File: src/design/scr_map.vh
// register offsets, field positions, reset values for the switch csr block
`ifndef SCR_MAP_VH
`define SCR_MAP_VH
`define SCR_OFS_PHY_DATA    12'h0A4
`define SCR_OFS_PHY_ACCESS  12'h0A8
`define SCR_OFS_MAC_HIGH    12'h1F0
`define SCR_OFS_MAC_LOW     12'h1F4
`define SCR_OFS_WIN_FIRST   12'h200
`define SCR_OFS_WIN_LAST    12'h2DC
`define SCR_MAC_LOW_RESET   32'hFF0F8000
`define SCR_MAC_HIGH_RESET  16'hFFFF
`define SCR_DIR_WRITE       1'h0
`define SCR_DIR_READ        1'h1
`define SCR_BE_ALL          4'hF
`define SCR_PHY_ADDR_HI     15
`define SCR_PHY_ADDR_LO     11
`define SCR_PHY_IDX_HI      10
`define SCR_PHY_IDX_LO      6
`define SCR_EE_MAC_LOW_B0   8'h01
`define SCR_EE_MAC_LOW_B3   8'h04
`endif

File: src/design/scr_window_map.v
// lookup table from direct window word index to fabric register number
`timescale 1ns/1ps
module scr_window_map
(
	input  wire [5:0]  wordIndex,   // (offset - 200h) / 4
	output reg  [15:0] fabricReg    // mapped fabric register number
);
	// ************************************************************
	// fixed translation table
	// ************************************************************
	always @*
	begin
		case (wordIndex)
			6'h00: fabricReg = 16'h0001;
			6'h01: fabricReg = 16'h0004;
			6'h02: fabricReg = 16'h0401;
			6'h03: fabricReg = 16'h0440;
			6'h04: fabricReg = 16'h0441;
			6'h05: fabricReg = 16'h0480;
			6'h06: fabricReg = 16'h0801;
			6'h07: fabricReg = 16'h0840;
			6'h08: fabricReg = 16'h0841;
			6'h09: fabricReg = 16'h0880;
			6'h0A: fabricReg = 16'h0C01;
			6'h0B: fabricReg = 16'h0C40;
			6'h0C: fabricReg = 16'h0C41;
			6'h0D: fabricReg = 16'h0C80;
			6'h0E: fabricReg = 16'h1800;
			6'h0F: fabricReg = 16'h1801;
			6'h10: fabricReg = 16'h1802;
			6'h11: fabricReg = 16'h1809;
			6'h12: fabricReg = 16'h180B;
			6'h13: fabricReg = 16'h180C;
			6'h14: fabricReg = 16'h1811;
			6'h15: fabricReg = 16'h1812;
			6'h16: fabricReg = 16'h1840;
			6'h17: fabricReg = 16'h1841;
			6'h18: fabricReg = 16'h1842;
			6'h19: fabricReg = 16'h1843;
			6'h1A: fabricReg = 16'h1845;
			6'h1B: fabricReg = 16'h1846;
			6'h1C: fabricReg = 16'h1847;
			6'h1D: fabricReg = 16'h1848;
			6'h1E: fabricReg = 16'h1849;
			6'h1F: fabricReg = 16'h184A;
			6'h20: fabricReg = 16'h184B;
			6'h21: fabricReg = 16'h184D;
			6'h22: fabricReg = 16'h1855;
			6'h23: fabricReg = 16'h1856;
			6'h24: fabricReg = 16'h1857;
			6'h25: fabricReg = 16'h1880;
			6'h26: fabricReg = 16'h1C00;
			6'h27: fabricReg = 16'h1C01;
			6'h28: fabricReg = 16'h1C02;
			6'h29: fabricReg = 16'h1C03;
			6'h2A: fabricReg = 16'h1C04;
			6'h2B: fabricReg = 16'h1C09;
			6'h2C: fabricReg = 16'h1C0A;
			6'h2D: fabricReg = 16'h1C0C;
			6'h2E: fabricReg = 16'h1C0D;
			6'h2F: fabricReg = 16'h1C0E;
			6'h30: fabricReg = 16'h1C0F;
			6'h31: fabricReg = 16'h1C10;
			6'h32: fabricReg = 16'h1C11;
			6'h33: fabricReg = 16'h1C12;
			6'h34: fabricReg = 16'h1C13;
			6'h35: fabricReg = 16'h1C14;
			6'h36: fabricReg = 16'h1C15;
			6'h37: fabricReg = 16'h1C20;
			default: fabricReg = 16'h0000;
		endcase
	end
endmodule // scr_window_map

File: src/design/scr_switch_csr.v
// switch csr block: pause mac address, direct fabric write window, phy mgmt data
// Behaviour
// - low pause MAC address register at 1F4h
// - low MAC register resets to FF0F8000h
// - loader fills it only for programmed EEPROM
// - EEPROM bytes 01h..04h map bits 7:0..31:24
// - same bytes also go to host MAC low
// - host writes MAC low after init completes
// - window write loads command: address, BE, write, busy
// - busy clearing marks window write done
// - full written word is the fabric data
// - window offsets translate through fixed table
// - phy mgmt registers reachable by loader only
// - phy data at 0A4h holds 16-bit value
// - phy data serves writes only, never reads
// - busy stays until fabric completes; host waits
// - byte enables 19:16 gate bytes 31..0; window writes here always load all four enables set (F)
// - access write launches cycle to addressed phy
`timescale 1ns/1ps
`include "scr_map.vh"
module scr_switch_csr
(
	input  wire        sys_clk,         // system clock, 125 MHz
	input  wire        reset_n,         // synchronous reset, active low
	input  wire        hostWrite,       // host write strobe, one cycle
	input  wire        hostRead,        // host read strobe, one cycle
	input  wire [11:0] hostAddr,        // host byte address
	input  wire [31:0] hostWdata,       // host write data
	output reg  [31:0] hostRdata,       // host read data, registered
	output wire        hostBusy,        // direct window write in flight
	input  wire        initDone,        // device initialisation finished
	input  wire        eeWrite,         // loader register write strobe
	input  wire [11:0] eeAddr,          // loader register byte address
	input  wire [31:0] eeWdata,         // loader register write data
	input  wire        eeByteValid,     // loader delivers one eeprom byte
	input  wire [7:0]  eeByteAddr,      // eeprom byte address
	input  wire [7:0]  eeByteData,      // eeprom byte value
	input  wire        eeProgrammed,    // programmed eeprom detected
	output reg  [31:0] hostMacLow,      // host mac low address copy
	output reg         hostMacLowLoad,  // pulse: host mac low loaded
	output wire [47:0] pauseSourceMac,  // pause frame source address
	output reg  [15:0] fabricRegNum,    // fabric register number
	output reg  [3:0]  fabricByteEn,    // fabric byte enables
	output reg         fabricDirection, // 0 write, 1 read
	output reg  [31:0] fabricWdata,     // fabric write data
	output reg         fabricReq,       // fabric request, level while busy
	input  wire        fabricDone,      // fabric access complete pulse
	output reg  [15:0] phyWdata,        // data for the phy write
	output reg  [4:0]  phyAddr,         // selected phy
	output reg  [4:0]  phyRegIndex,     // selected phy register
	output reg         phyStart         // pulse: start phy write cycle
);
	// ************************************************************
	// state and decode
	// ************************************************************
	reg  [31:0] macLow_reg;            // switch mac low address
	reg  [31:0] macLow_next;           // next value
	reg  [15:0] macHigh_reg;           // switch mac high address
	reg  [31:0] eeAsm_reg;             // eeprom bytes being assembled
	reg  [31:0] eeAsm_next;            // next assembly value
	reg         busy_reg;              // fabric access busy
	wire        winHit;                // host address inside window
	wire [11:0] winOffset;             // offset from window base
	wire [15:0] mappedReg;             // table output
	reg  [31:0] beMask;                // byte enable as bit mask

	assign winOffset = hostAddr - `SCR_OFS_WIN_FIRST;
	assign winHit = (hostAddr >= `SCR_OFS_WIN_FIRST) && (hostAddr <= `SCR_OFS_WIN_LAST)
		&& (hostAddr[1:0] == 2'h0);
	assign hostBusy = busy_reg;
	assign pauseSourceMac = {macHigh_reg, macLow_reg};

	// window offset translation
	scr_window_map uMap
	(
		.wordIndex (winOffset[7:2]),
		.fabricReg (mappedReg)
	);

	// ************************************************************
	// byte enable mask, applied to fabric data
	// ************************************************************
	always @*
	begin
		beMask = {{8{fabricByteEn[3]}}, {8{fabricByteEn[2]}},
			{8{fabricByteEn[1]}}, {8{fabricByteEn[0]}}};
	end

	// ************************************************************
	// eeprom byte assembly
	// ************************************************************
	always @*
	begin
		eeAsm_next = eeAsm_reg;
		if (eeByteValid && eeProgrammed && (eeByteAddr >= `SCR_EE_MAC_LOW_B0)
			&& (eeByteAddr <= `SCR_EE_MAC_LOW_B3))
		begin
			// byte 01h lands in 7:0, 04h in 31:24
			case (eeByteAddr[1:0])
				2'h1: eeAsm_next[7:0] = eeByteData;
				2'h2: eeAsm_next[15:8] = eeByteData;
				2'h3: eeAsm_next[23:16] = eeByteData;
				default: eeAsm_next[31:24] = eeByteData;
			endcase
		end
	end

	// ************************************************************
	// mac low next value
	// ************************************************************
	always @*
	begin
		macLow_next = macLow_reg;
		if (eeByteValid && eeProgrammed && (eeByteAddr == `SCR_EE_MAC_LOW_B3))
			macLow_next = eeAsm_next;
		else if (hostWrite && initDone && (hostAddr == `SCR_OFS_MAC_LOW))
			macLow_next = hostWdata;
	end

	// ************************************************************
	// mac address registers
	// ************************************************************
	always @(posedge sys_clk)
	begin
		if (!reset_n)
		begin
			macLow_reg <= `SCR_MAC_LOW_RESET;
			macHigh_reg <= `SCR_MAC_HIGH_RESET;
			eeAsm_reg <= 32'h00000000;
			hostMacLow <= 32'h00000000;
			hostMacLowLoad <= 1'b0;
		end
		else
		begin
			macLow_reg <= macLow_next;
			eeAsm_reg <= eeAsm_next;
			hostMacLowLoad <= 1'b0;
			if (hostWrite && initDone && (hostAddr == `SCR_OFS_MAC_HIGH))
				macHigh_reg <= hostWdata[15:0];
			if (eeByteValid && eeProgrammed && (eeByteAddr == `SCR_EE_MAC_LOW_B3))
			begin
				hostMacLow <= eeAsm_next;
				hostMacLowLoad <= 1'b1;
			end
		end
	end

	// ************************************************************
	// direct window command and fabric handshake
	// ************************************************************
	always @(posedge sys_clk)
	begin
		if (!reset_n)
		begin
			busy_reg <= 1'b0;
			fabricReq <= 1'b0;
			fabricRegNum <= 16'h0000;
			fabricByteEn <= 4'h0;
			fabricDirection <= `SCR_DIR_WRITE;
			fabricWdata <= 32'h00000000;
		end
		else if (busy_reg)
		begin
			// hold command until fabric completes; later writes ignored
			if (fabricDone)
			begin
				busy_reg <= 1'b0;
				fabricReq <= 1'b0;
			end
		end
		else if (hostWrite && winHit)
		begin
			fabricRegNum <= mappedReg;
			fabricByteEn <= `SCR_BE_ALL;
			fabricDirection <= `SCR_DIR_WRITE;
			fabricWdata <= hostWdata;
			busy_reg <= 1'b1;
			fabricReq <= 1'b1;
		end
	end

	// ************************************************************
	// phy management registers, loader port only
	// ************************************************************
	always @(posedge sys_clk)
	begin
		if (!reset_n)
		begin
			phyWdata <= 16'h0000;
			phyAddr <= 5'h00;
			phyRegIndex <= 5'h00;
			phyStart <= 1'b0;
		end
		else
		begin
			phyStart <= 1'b0;
			// host port never reaches these
			if (eeWrite && (eeAddr == `SCR_OFS_PHY_DATA))
				phyWdata <= eeWdata[15:0];
			if (eeWrite && (eeAddr == `SCR_OFS_PHY_ACCESS))
			begin
				phyAddr <= eeWdata[`SCR_PHY_ADDR_HI:`SCR_PHY_ADDR_LO];
				phyRegIndex <= eeWdata[`SCR_PHY_IDX_HI:`SCR_PHY_IDX_LO];
				phyStart <= 1'b1;
			end
		end
	end

	// ************************************************************
	// host read data; window and phy registers read zero
	// ************************************************************
	always @(posedge sys_clk)
	begin
		if (!reset_n)
			hostRdata <= 32'h00000000;
		else if (hostRead)
		begin
			case (hostAddr)
				`SCR_OFS_MAC_LOW:  hostRdata <= macLow_reg;
				`SCR_OFS_MAC_HIGH: hostRdata <= {16'h0000, macHigh_reg};
				default:           hostRdata <= 32'h00000000;
			endcase
		end
	end

	// masked data view kept for the fabric engine
	wire [31:0] fabricMaskedData;      // unused bytes forced low
	assign fabricMaskedData = fabricWdata & beMask;
endmodule // scr_switch_csr

File: config.mk
export PLATFORM = sky130hd
export DESIGN_NAME = scr_switch_csr
export DESIGN_NICKNAME = d
export VERILOG_FILES = /design/src/design/scr_window_map.v /design/src/design/scr_switch_csr.v
export VERILOG_INCLUDE_DIRS = /design/src /design/src/design
export SDC_FILE = /design/constraint.sdc
export NUM_CORES = 1
export LEC_CHECK = 0
export ABC_AREA = 1
export BUFFER_PORTS_ARGS = -buffer_cell sky130_fd_sc_hd__buf_2
export CORE_MARGIN = 3
export CORE_UTILIZATION = 25
export CTS_BUF_LIST = sky130_fd_sc_hd__clkbuf_16
export DETAILED_ROUTE_END_ITERATION = 10
export PLACE_DENSITY = 0.51
export SLEW_MARGIN = 30
export SYNTH_ARGS = -nofsm -noshare
export SYNTH_HDL_FRONTEND = slang
export SYNTH_SLANG_ARGS = --single-unit
File: constraint.sdc
create_clock -name sys_clk -period 1.5 [get_ports sys_clk]
set_input_delay 0 -clock sys_clk [delete_from_list [all_inputs] [get_ports sys_clk]]
set_output_delay 0 -clock sys_clk [all_outputs]
set_load 0.1 [all_outputs]
==> results by group, run 1 <==
Layout
  – Fillcell total: 3,675
  – Multi-input gate area: 3990 um2
  – Final Core Density: 37.5%
  – Sequential standard cell area: between 4000 and 5000 um2
  – Design Area, Final: 13,100 um2
  – ANT cells: 0
  – Total Nets Final: between 1,500 and 2,000
  – Layout cell share with drive strength beyond 1: a little over a quarter
  – Area delta synth->final: 46.1%

Clock network
  – CTS tree: yes
  – H-tree levels: 1
  – # clock sinks: 210
  – Worst-path clk slew: about 0.060 ns
  – Root Buffer: clkbuf_16
  – Worst skew pair latency: 0.54 ns
  – Cts bufs inserted: 25
  – Max clock buf depth: 3

Timing
  – F_max: 686 MHz
  – Worst clock skew: between 0.01 and 0.015 ns
  – Final Max Tran Viols: 0
  – Final setup violation count: 0
  – Post-route minimum period: 1.46 ns
  – Rel. slew slack: 64.2%
  – Final hold vios: 0
  – Worst-Margin Slew: roughly 0.54 ns
  – Final period util: 97.2%
  – Unrepaired setup endpoints after global routing: true

Synth
  – Post-Syn Instances: 1,224
  – Synth Area in Compound Gates: approximately an eighth
  – Area fraction of the dominant cell type after synthesis: 46.8%
  – Count leader, synth: nand2_1
  – Cell Area, Synth: 8980 um2
  – Synth Area in XOR/XNOR: 0%
  – Sequential share of the synthesized area: a little under half
  – Synth Area per Inst: 7.34 um2
  – Ranking of synthesized cells by area: dfxtp_1, nand2_1, a21oi_1, nor2_1, nand3_1
  – Synth unique cells: 35
  – Ys flop type: dfxtp_1
  – Post-synth EDFFs: 0
  – Ys async rst share: 0%
  – Synth Area in Adders: 1.25%
  – Simple-gate portion of the synthesized area: a little under a third
  – Synth warn: 0
  – Yosys top cell by area: dfxtp_1
  – Post-synthesis mux area share: 0%
  – Number of synthesized register bits: 210
  – Most common library cells after synthesis: nand2_1, dfxtp_1, nor2_1
  – Largest family of logic cells by synthesized area: simple AND/OR/NAND/NOR gates

Die
  – # IOs: 308
  – Die height: 196 um
  – Starting Density: roughly a quarter
  – Die W: about 200 um
  – Core ar.: 35,000 um2
  – Rows: 68
  – Die area: about 38,000 um2

GRT
  – First-pass GRT wire length: roughly 56 mm
  – Overall global routing resource usage: 18.3%
  – Initial antenna violation count: 0
  – Number of global-route vias before repair: about 9,500
  – Pin count of the biggest net entering global routing: 65
  – GRT overflow: 0

Worst setup path
  – R2R depth: 8
  – Critical path capture point type: output port
  – CP Max Fanout: 3
  – CP Launch Type: register
  – CP top delay family: buffers and inverters
  – Critical path class: register to output port
  – CP peak stage delay: 0.47 ns
  – Reg-to-reg critical path startpoint: hostBusy
  – Worst Path Required: 1.50 ns
  – Slowest cell on crit path: buf_2
  – Reg-to-reg critical path endpoint: fabricRegNum[12]
  – Worst R2R Setup Slack: 0.10 ns
  – CP cell instances: buf_2
  – Worst EP arrival: 1.46 ns
  – CP startpoint: macLow_reg[16]
  – Crit path buf inv count: 1

Power and ir drop
  – Clock power frac: 48.8%
  – Power per cell area: 1040 nW/um2
  – Switching Power: 0.00353 W
  – Int Pwr: 0.0101 W
  – Logic pwr share: 9.9%
  – LEAKAGE: 6.09 nW
  – Worst vdd ir: 0.755 mV
  – Switching Share: 25.9%
  – Sequential power share: 41.3%

Placed design
  – Final Wtd Congestion: 0.849
  – Port Buffers: 285
  – Post-DP HPWL: 26.1 mm
  – Area of placed instances: 11,100 um2

Detailed routing
  – DR pass1 iterations: 8
  – Vias post-DR: 9,497
  – Drt via density: 4.54
  – DRT antenna net count: 0
  – WL/cell: approximately 17 um
  – Detailed-route DRC error count: 0
  – Drt total wl: around 36 mm
  – DRT iter0 DRCs: 590

Worst hold path
  – Hold Path End: fabricRegNum[1]
  – Worst Hold Launch: hostAddr[7]
  – Hold Crit Class: primary input to register
  – Hold Path Stages: 4

Outcome
  – Outcome: finished clean

Run
  – Max_cap viols: 0
layer usage:
layer  vias up  global-route usage, %  wire length, um
met2       304                   29.7            16300
met5         -                      0                0
met3        56                   3.02             2310
met4         0                   4.54              869
li1       4767                      -                -
met1      4370                   25.3            16800
power by group through the flow:
stage | registers [W] | logic, W | clock network (W)
detailed placement | 0.00577 | 0.00118 | 0
global route | 0.00565 | 0.00144 | 0.00708
global placement | 0.00577 | 0.00119 | 0
finish | 0.00565 | 0.00135 | 0.00666
floorplan | 0.00611 | 0.000432 | 0
CTS | 0.00565 | 0.00134 | 0.00686
worst max path at each step:
stage | endpoint | slack [ns] | cells after the start
finish | pauseSourceMac[16] | 0.04 | 1
global route | macLow_reg[17] | -0.02 | 12
CTS | fabricRegNum[1] | 0.006 | 8
detailed placement | macLow_reg[0] | -0.08 | 10
global placement | macLow_reg[3] | -0.05 | 10
floorplan | fabricByteEn[1] | 0.09 | 1
cell type report:
class / count / share of cell area (%)
Clock buffer: 25 / 4.77
Tap cell: 455 / 4.34
Sequential cell: 210 / 32.1
Multi-Input combinational cell: 843 / 30.4
Inverter: 90 / 2.65
Timing Repair Buffer: 449 / 23.7
Clock inverter: 21 / 2.09
placed cells by master, fill, tap and decap left out, types with 3 or more instances in the layout:
cell / count
nand2_1: 331
buf_2: 281
dfxtp_1: 209
nor2_1: 125
a21oi_1: 110
dlygate4sd3_1: 102
nand3_1: 91
inv_1: 80
o21ai_0: 61
nand4_1: 51
buf_4: 49
clkbuf_16: 25
o211ai_1: 19
buf_12: 13
nand2_2: 7
clkinv_2: 7
ha_1: 7
inv_2: 6
conb_1: 6
bufinv_16: 6
clkinv_1: 5
nor2_4: 5
nor3_1: 4
nand3_4: 3
nor2_2: 3
inv_4: 3
tightest hold or removal path: stages:
cell and delay [ns]:
buf_2 0.14, nor2_1 0.10, a31oi_2 0.19, a21oi_1 0.07
through the flow:
stage	TNS, ns	hold slack [ns]	setup WS (ns)	std cells	total power, W
2_1_floorplan	0	0.113	0.0903	1229	0.00654
3_3_place_gp	-0.253	0.230	-0.0546	1940	0.00696
3_5_place_dp	-0.340	0.239	-0.0777	1940	0.00696
4_1_cts	0	0.00413	0.00641	2089	0.0139
5_1_grt	-0.0921	0.0279	-0.0202	2093	0.0142
6_report	0	0.0165	0.0421	2093	0.0137
cells by family after synthesis:
logic type	count (synthesis)
compound gates	198
fa+ha+maj	9
buf+inv	176
flops	210
simple gates	630
other cells	1
timing repair:
item                       CTS  global route
cloned                       0             0
hold buffers               103             0
setup buffers                0             4
gates resized for setup      4            17
hold endpoints to repair   173             0
pin swaps                    0             1
setup endpoints to repair    4            67
(Power assumes the default switching activity.)
==> run 2, diff against run 1 <==
--- a/config.mk
+++ b/config.mk
@@ -9,10 +9,10 @@
 export ABC_AREA = 1
 export BUFFER_PORTS_ARGS = -buffer_cell sky130_fd_sc_hd__buf_2
 export CORE_MARGIN = 3
-export CORE_UTILIZATION = 25
+export CORE_UTILIZATION = 45
 export CTS_BUF_LIST = sky130_fd_sc_hd__clkbuf_16
 export DETAILED_ROUTE_END_ITERATION = 10
-export PLACE_DENSITY = 0.51
+export PLACE_DENSITY = 0.78
 export SLEW_MARGIN = 30
 export SYNTH_ARGS = -nofsm -noshare
 export SYNTH_HDL_FRONTEND = slang
==> constraint.sdc (replaced) <==
create_clock -name sys_clk -period 1.5 [get_ports sys_clk]
set_input_delay 0.3 -clock sys_clk [delete_from_list [all_inputs] [get_ports sys_clk]]
set_output_delay 0.3 -clock sys_clk [all_outputs]
set_load 0.1 [all_outputs]
==> run 2 against run 1 <==
  * Non-clock buffer count is 61 lower
  * Combinational power is 8% lower
  * Via count is 0.31% lower
  * Fmax is 2.1% lower
  * Routed wire length is 14% lower
  * Utilization is 27 points higher
  * Count of clock-buffer cells in the layout is 2 lower
  * Power is 13% lower
  * Sequential power hardly changed
  * Hold slack better by 0.0030 ns
  * Sequential share of layout area is 1.3 points higher
  * Highest routed layer unchanged
==> results by group, run 2 (same netlist as run 1, synthesis figures left out) <==
Power and ir drop
  – Sequential power share: 47.3%
  – LEAKAGE: 5.97 nW
  – Power per cell area: between 900 and 1000 nW/um2
  – Switching Share: 26.7%
  – Worst vdd ir: between 0.6 and 0.7 mV
  – Logic pwr share: between 10% and 20%
  – Int Pwr: 0.00875 W
  – Switching Power: 0.00319 W
  – Clock power frac: 42.3%

Clock network
  – CTS tree: yes
  – Hold buffers post-CTS: 0
  – Max clock buf depth: 3
  – # clock sinks: 210
  – Cts bufs inserted: 23
  – Worst-path clk slew: 0.06 ns
  – Root Buffer: clkbuf_16
  – H-tree levels: 1
  – Worst skew pair latency: 0.51 ns

Die
  – Starting Density: 46.0%
  – Core ar.: a little under 20,000 um2
  – Rows: 51
  – Die height: ~150 um
  – Die W: 147 um
  – Die area: about 22,000 um2
  – # IOs: 308

Worst setup path
  – Slowest cell on crit path: dfxtp_1
  – CP Max Fanout: 2
  – Critical path class: register to output port
  – Worst EP arrival: 1.19 ns
  – CP Launch Type: register
  – Crit path buf inv count: 1
  – CP peak stage delay: 0.37 ns
  – CP cell instances: buf_4
  – Critical path capture point type: output port
  – Worst Path Required: 1.20 ns
  – CP top delay family: flip-flops

Detailed routing
  – Detailed-route DRC error count: 0
  – DRT iter0 DRCs: 661
  – WL/cell: 17.0 um
  – DRT antenna net count: 0
  – Vias post-DR: 9,468
  – Drt total wl: about 31 mm
  – Drt via density: about 5.1
  – DR pass1 iterations: 7

Layout
  – Most common cell after layout, fill and taps aside: nand2_1
  – Area delta synth->final: 40.7%
  – Layout cell share with drive strength beyond 1: between 20% and 30%
  – Commonest non-fill, non-tap cells in the layout: nand2_1, buf_4, dfxtp_1
  – Total Nets Final: 1,678
  – Non-Filler Instances: approximately 1,800

GRT
  – Number of global-route vias before repair: 9,174
  – Overall global routing resource usage: 27.0%
  – Initial antenna violation count: 4
  – Pin count of the biggest net entering global routing: 74
  – GRT overflow: 0
  – First-pass GRT wire length: approximately 48 mm

Timing
  – Final setup violation count: 0
  – F_max: 672 MHz
  – Final Max Tran Viols: 0
  – Final hold vios: 0
  – Unrepaired setup endpoints after global routing: true
  – Worst clock skew: between 0.009 and 0.01 ns
  – Final period util: 99.2%
  – Setup ws final: roughly 0.011 ns
  – Post-route minimum period: between 1 and 1.5 ns

Placed design
  – Pre-CTS setup slack: -0.417 ns
  – Final Wtd Congestion: 0.943
  – Post-DP HPWL: 22.5 mm
  – Port Buffers: approximately 290
  – Post-Place Cells: roughly 1,800

Worst hold path
  – Hold Crit Class: primary input to register

Run
  – Max_cap viols: 0

Outcome
  – Outcome: finished clean
run 2: changes by cell type in the layout (fill, tap and decap cells not counted), moves of 4 or more:
cell           change
buf_12             +5
buf_2            -185
buf_4            +177
buf_6             +44
bufinv_16          -6
dfxtp_1            -4
dfxtp_2            +4
dlygate4sd3_1    -102
inv_1              +4
run 2: final cells by class:
| class | count | area, um2 |
|---|---|---|
| Inverter | 90 | 353 |
| Fill cell | 1640 | 6890 |
| Multi-Input combinational cell | 843 | 3980 |
| Clock inverter | 18 | 88.8 |
| Antenna cell | 3 | 7.51 |
| Clock buffer | 23 | 576 |
| Timing Repair Buffer | 388 | 3090 |
| Sequential cell | 210 | 4210 |
| Tap cell | 265 | 332 |
run 2: power by group through the flow:
stage	registers (W)	clock network [W]	logic (W)
2_1_floorplan	0.00611	0	0.000434
3_3_place_gp	0.00577	0	0.00119
3_5_place_dp	0.00577	0	0.00119
4_1_cts	0.00565	0.00512	0.00122
5_1_grt	0.00566	0.00535	0.00131
6_report	0.00565	0.00505	0.00124
run 2: per-stage QoR:
stage          total power [W]  TNS [ns]  util [%]  hold slack [ns]  instance area [um2]
3_5_place_dp           0.00696    -35.63      57.7            0.451                11300
4_1_cts                 0.0120    -0.280      64.0          0.00835                12500
2_1_floorplan          0.00654         0         -            0.413                 9020
6_report                0.0119         0      64.7           0.0196                12600
5_1_grt                 0.0123   -0.0636      64.7           0.0180                12600
3_3_place_gp           0.00696    -28.90      57.7            0.447                11300
run 2: final timing paths:
kind / startpoint / end / cells after the start / slack [ns]
setup / recovery: macLow_reg[22] / pauseSourceMac[22] / 1 / 0.01
hold / removal: hostWdata[25] / macLow_reg[25] / 3 / 0.02
setup reg to reg: hostBusy / fabricRegNum[3] / 8 / 0.11
hold reg to reg: fabricWdata[22] / fabricWdata[22] / 2 / 0.46
run 2: layer usage:
| metal | GRT usage (%) | wire length, um | up-vias |
|---|---|---|---|
| met5 | 0 | 0 | - |
| met2 | 47.4 | 15200 | 397 |
| li1 | - | - | 4641 |
| met4 | 9.32 | 1020 | 0 |
| met1 | 33.2 | 12700 | 4360 |
| met3 | 5.40 | 2270 | 70 |
run 2: repair_timing:
item | 4_1_cts | 5_1_grt
endpoints found under the setup margin | 229 | 36
setup buffers | 0 | 0
gates resized for setup | 217 | 40
==> run 3, diff against run 2 <==
--- a/config.mk
+++ b/config.mk
@@ -6,13 +6,14 @@
 export SDC_FILE = /design/constraint.sdc
 export NUM_CORES = 1
 export LEC_CHECK = 0
-export ABC_AREA = 1
+export ABC_AREA = 0
 export BUFFER_PORTS_ARGS = -buffer_cell sky130_fd_sc_hd__buf_2
+export CORE_ASPECT_RATIO = 0.8
 export CORE_MARGIN = 3
 export CORE_UTILIZATION = 45
 export CTS_BUF_LIST = sky130_fd_sc_hd__clkbuf_16
 export DETAILED_ROUTE_END_ITERATION = 10
-export PLACE_DENSITY = 0.78
+export PLACE_DENSITY = 0.79
 export SLEW_MARGIN = 30
 export SYNTH_ARGS = -nofsm -noshare
 export SYNTH_HDL_FRONTEND = slang
==> run 3 against run 2 <==
  * The flow now finishes with violations (negative setup slack)
  * Worst setup slack got worse by 0.075 ns
  * Sequential cell count did not move
  * Power fell by 2.1%
  * Non-clock buffer count fell by 17
  * Die area fell by 5.4%
  * Hold slack improved by 0.026 ns
  * Count of clock-buffer cells in the layout rose by 1
  * Routed wire length fell by 4.3%
  * Final cell count fell by 14%
  * Register-to-register slack got worse by 0.17 ns
  * First-iteration DRC count rose by 26%
  * Critical path type is now register to register
==> results by group, run 3 <==
Outcome
  – Outcome: complete, but fails checks
  – Violated checks: negative setup slack

Detailed routing
  – Detailed-route DRC error count: 0
  – Vias post-DR: 8,609
  – DR pass1 iterations: 5
  – WL/cell: 19.0 um
  – Drt total wl: 29.9 mm
  – Drt via density: ~5.5
  – DRT antenna net count: 0
  – DRT iter0 DRCs: 835

Layout
  – ANT cells: 0
  – Commonest non-fill, non-tap cells in the layout: nand2_1, dfxtp_1, buf_4
  – Design Area, Final: approximately 12,000 um2
  – Layout cell share with drive strength beyond 1: 35.0%
  – Most common cell after layout, fill and taps aside: nand2_1
  – Total Nets Final: approximately 1,400
  – Area delta synth->final: 45.7%
  – Fillcell total: between 1,000 and 1,500
  – Sequential standard cell area: 4210 um2
  – Multi-input gate area: between 4000 and 5000 um2

Timing
  – Final period util: 104%
  – Setup ws final: -0.0634 ns
  – Setup TNS: -0.486 ns
  – Final Max Tran Viols: 0
  – Final setup violation count: 15
  – Worst clock skew: 0.0181 ns
  – Post-route minimum period: roughly 1.6 ns
  – Final hold vios: 0
  – F_max: 640 MHz
  – Unrepaired setup endpoints after global routing: true

Power and ir drop
  – Overall power: about 0.012 W
  – Sequential power share: between 40% and 50%
  – Logic pwr share: under 10%
  – Clock power frac: 44.7%
  – Switching Share: between 20% and 30%
  – Worst vdd ir: 0.617 mV
  – Int Pwr: 0.00894 W
  – LEAKAGE: 5.45 nW
  – Switching Power: between 0.002 and 0.003 W
  – Power per cell area: roughly 950 nW/um2

Worst setup path
  – CP Launch Type: register
  – Slowest cell on crit path: dfxtp_4
  – CP top delay family: simple AND/OR/NAND/NOR gates
  – Worst EP arrival: 2.00 ns
  – CP Max Fanout: 8
  – Worst Path Required: 1.93 ns
  – CP peak stage delay: between 0.3 and 0.4 ns
  – Critical path capture point type: register
  – Crit path buf inv count: 2
  – CP cell instances: nor4bb_4 > and3_4 > buf_12 > clkbuf_16 > nand2_2 > a21oi_2
  – Critical path class: register to register
  – Worst R2R Setup Slack: -0.06 ns

Clock network
  – Max clock buf depth: 3
  – H-tree levels: 1
  – Cts bufs inserted: 22
  – Worst-path clk slew: around 0.06 ns
  – Root Buffer: clkbuf_16
  – # clock sinks: 210
  – Worst skew pair latency: 0.50 ns
  – CTS tree: yes

Synth
  – Number of synthesized register bits: 210
  – Area fraction of the dominant cell type after synthesis: 49.6%
  – Post-Syn Instances: 997
  – Cell Area, Synth: 8470 um2
  – Post-synth EDFFs: 0
  – Synth unique cells: 58
  – Synth Area per Inst: 8.50 um2
  – Synth warn: 0
  – Ys async rst share: 0%
  – Ys flop type: dfxtp_1
  – Sequential share of the synthesized area: between 40 and 50%
  – Ranking of synthesized cells by area: dfxtp_1, nand2_1, mux2i_1, a21oi_1, nor2_1
  – Yosys top cell by area: dfxtp_1
  – Most common library cells after synthesis: nand2_1, dfxtp_1, nor2_1
  – Count leader, synth: nand2_1

GRT
  – Overall global routing resource usage: 26.6%
  – Initial antenna violation count: 1
  – GRT overflow: 0
  – First-pass GRT wire length: around 44 mm
  – Pin count of the biggest net entering global routing: slightly above 80
  – Number of global-route vias before repair: 8,301

Die
  – Die height: 129 um
  – Die W: ~160 um
  – # IOs: 308
  – Core ar.: 18,300 um2
  – Starting Density: between 40% and 50%
  – Die area: 20,500 um2
  – Rows: 44

Worst hold path
  – Hold Crit Class: primary input to register

Placed design
  – Post-DP HPWL: 20.3 mm
  – Final Wtd Congestion: between 0.9 and 1
  – Area of placed instances: around 11,000 um2
  – Port Buffers: 285

Run
  – Max_cap viols: 0
run 3: cell type report:
type	count	area share, %
clock buffers	24	4.86
inverters	6	0.243
multi-input cells	697	33.1
repair buffers	371	24.4
flip-flops and latches	210	34.1
well taps	253	2.56
clock inverters	16	0.740
run 3: worst min-delay path: stages:
cell and delay, ns:
buf_2 0.08, mux2i_1 0.05, nor2_1 0.07
run 3: layer usage:
metal	GRT usage, %	vias up	routed length, um
met3	8.85	71	3110
met2	43.9	458	13800
met5	0	-	13
li1	-	4031	-
met4	7.21	2	818
met1	33.7	4047	12100
run 3: per-stage QoR:
stage | utilization, % | cells | worst slack, ns | hold WS [ns]
final | 67.3 | 1577 | -0.0634 | 0.0454
after global routing | 67.3 | 1577 | -0.122 | 0.0331
after CTS | 65.4 | 1573 | -0.0878 | 0.0254
after detailed placement | 58.7 | 1533 | -0.369 | 0.442
after global placement | 58.7 | 1533 | -0.322 | 0.439
after floorplan | - | 1002 | -0.123 | 0.424
run 3: path summary, 6_finish.rpt:
path                   from              to  depth (start not counted)
max                hostBusy  fabricWdata[4]                          6
min              eeWdata[3]     phyWdata[3]                          3
max reg2reg        hostBusy  fabricWdata[4]                          6
min reg2reg  hostMacLow[17]  hostMacLow[17]                          2
run 3: cells by family (layout without fill, tap and decap cells):
kind of cell	Yosys count	after routing	share of synthesized area, %
compound gates	226	226	16.7
fa+ha+maj	9	9	1.33
buf+inv	95	417	5.29
flops	210	210	49.6
mux	51	51	6.20
other cells	1	6	0.0443
simple gates	405	405	20.8
run 3: power groups by stage:
stage | clock network, W | registers, W | logic, W
finish | 0.00523 | 0.00559 | 0.000880
global route | 0.00554 | 0.00558 | 0.000936
CTS | 0.00532 | 0.00559 | 0.000847
detailed placement | 0 | 0.00571 | 0.000839
global placement | 0 | 0.00571 | 0.000827
floorplan | 0 | 0.00575 | 0.000407
run 3: what timing repair did:
item	CTS	global route
setup endpoints to repair	186	77
pin swaps	2	10
gates cloned	0	2
hold buffers	0	0
resized for setup	202	80
setup buffers	0	2
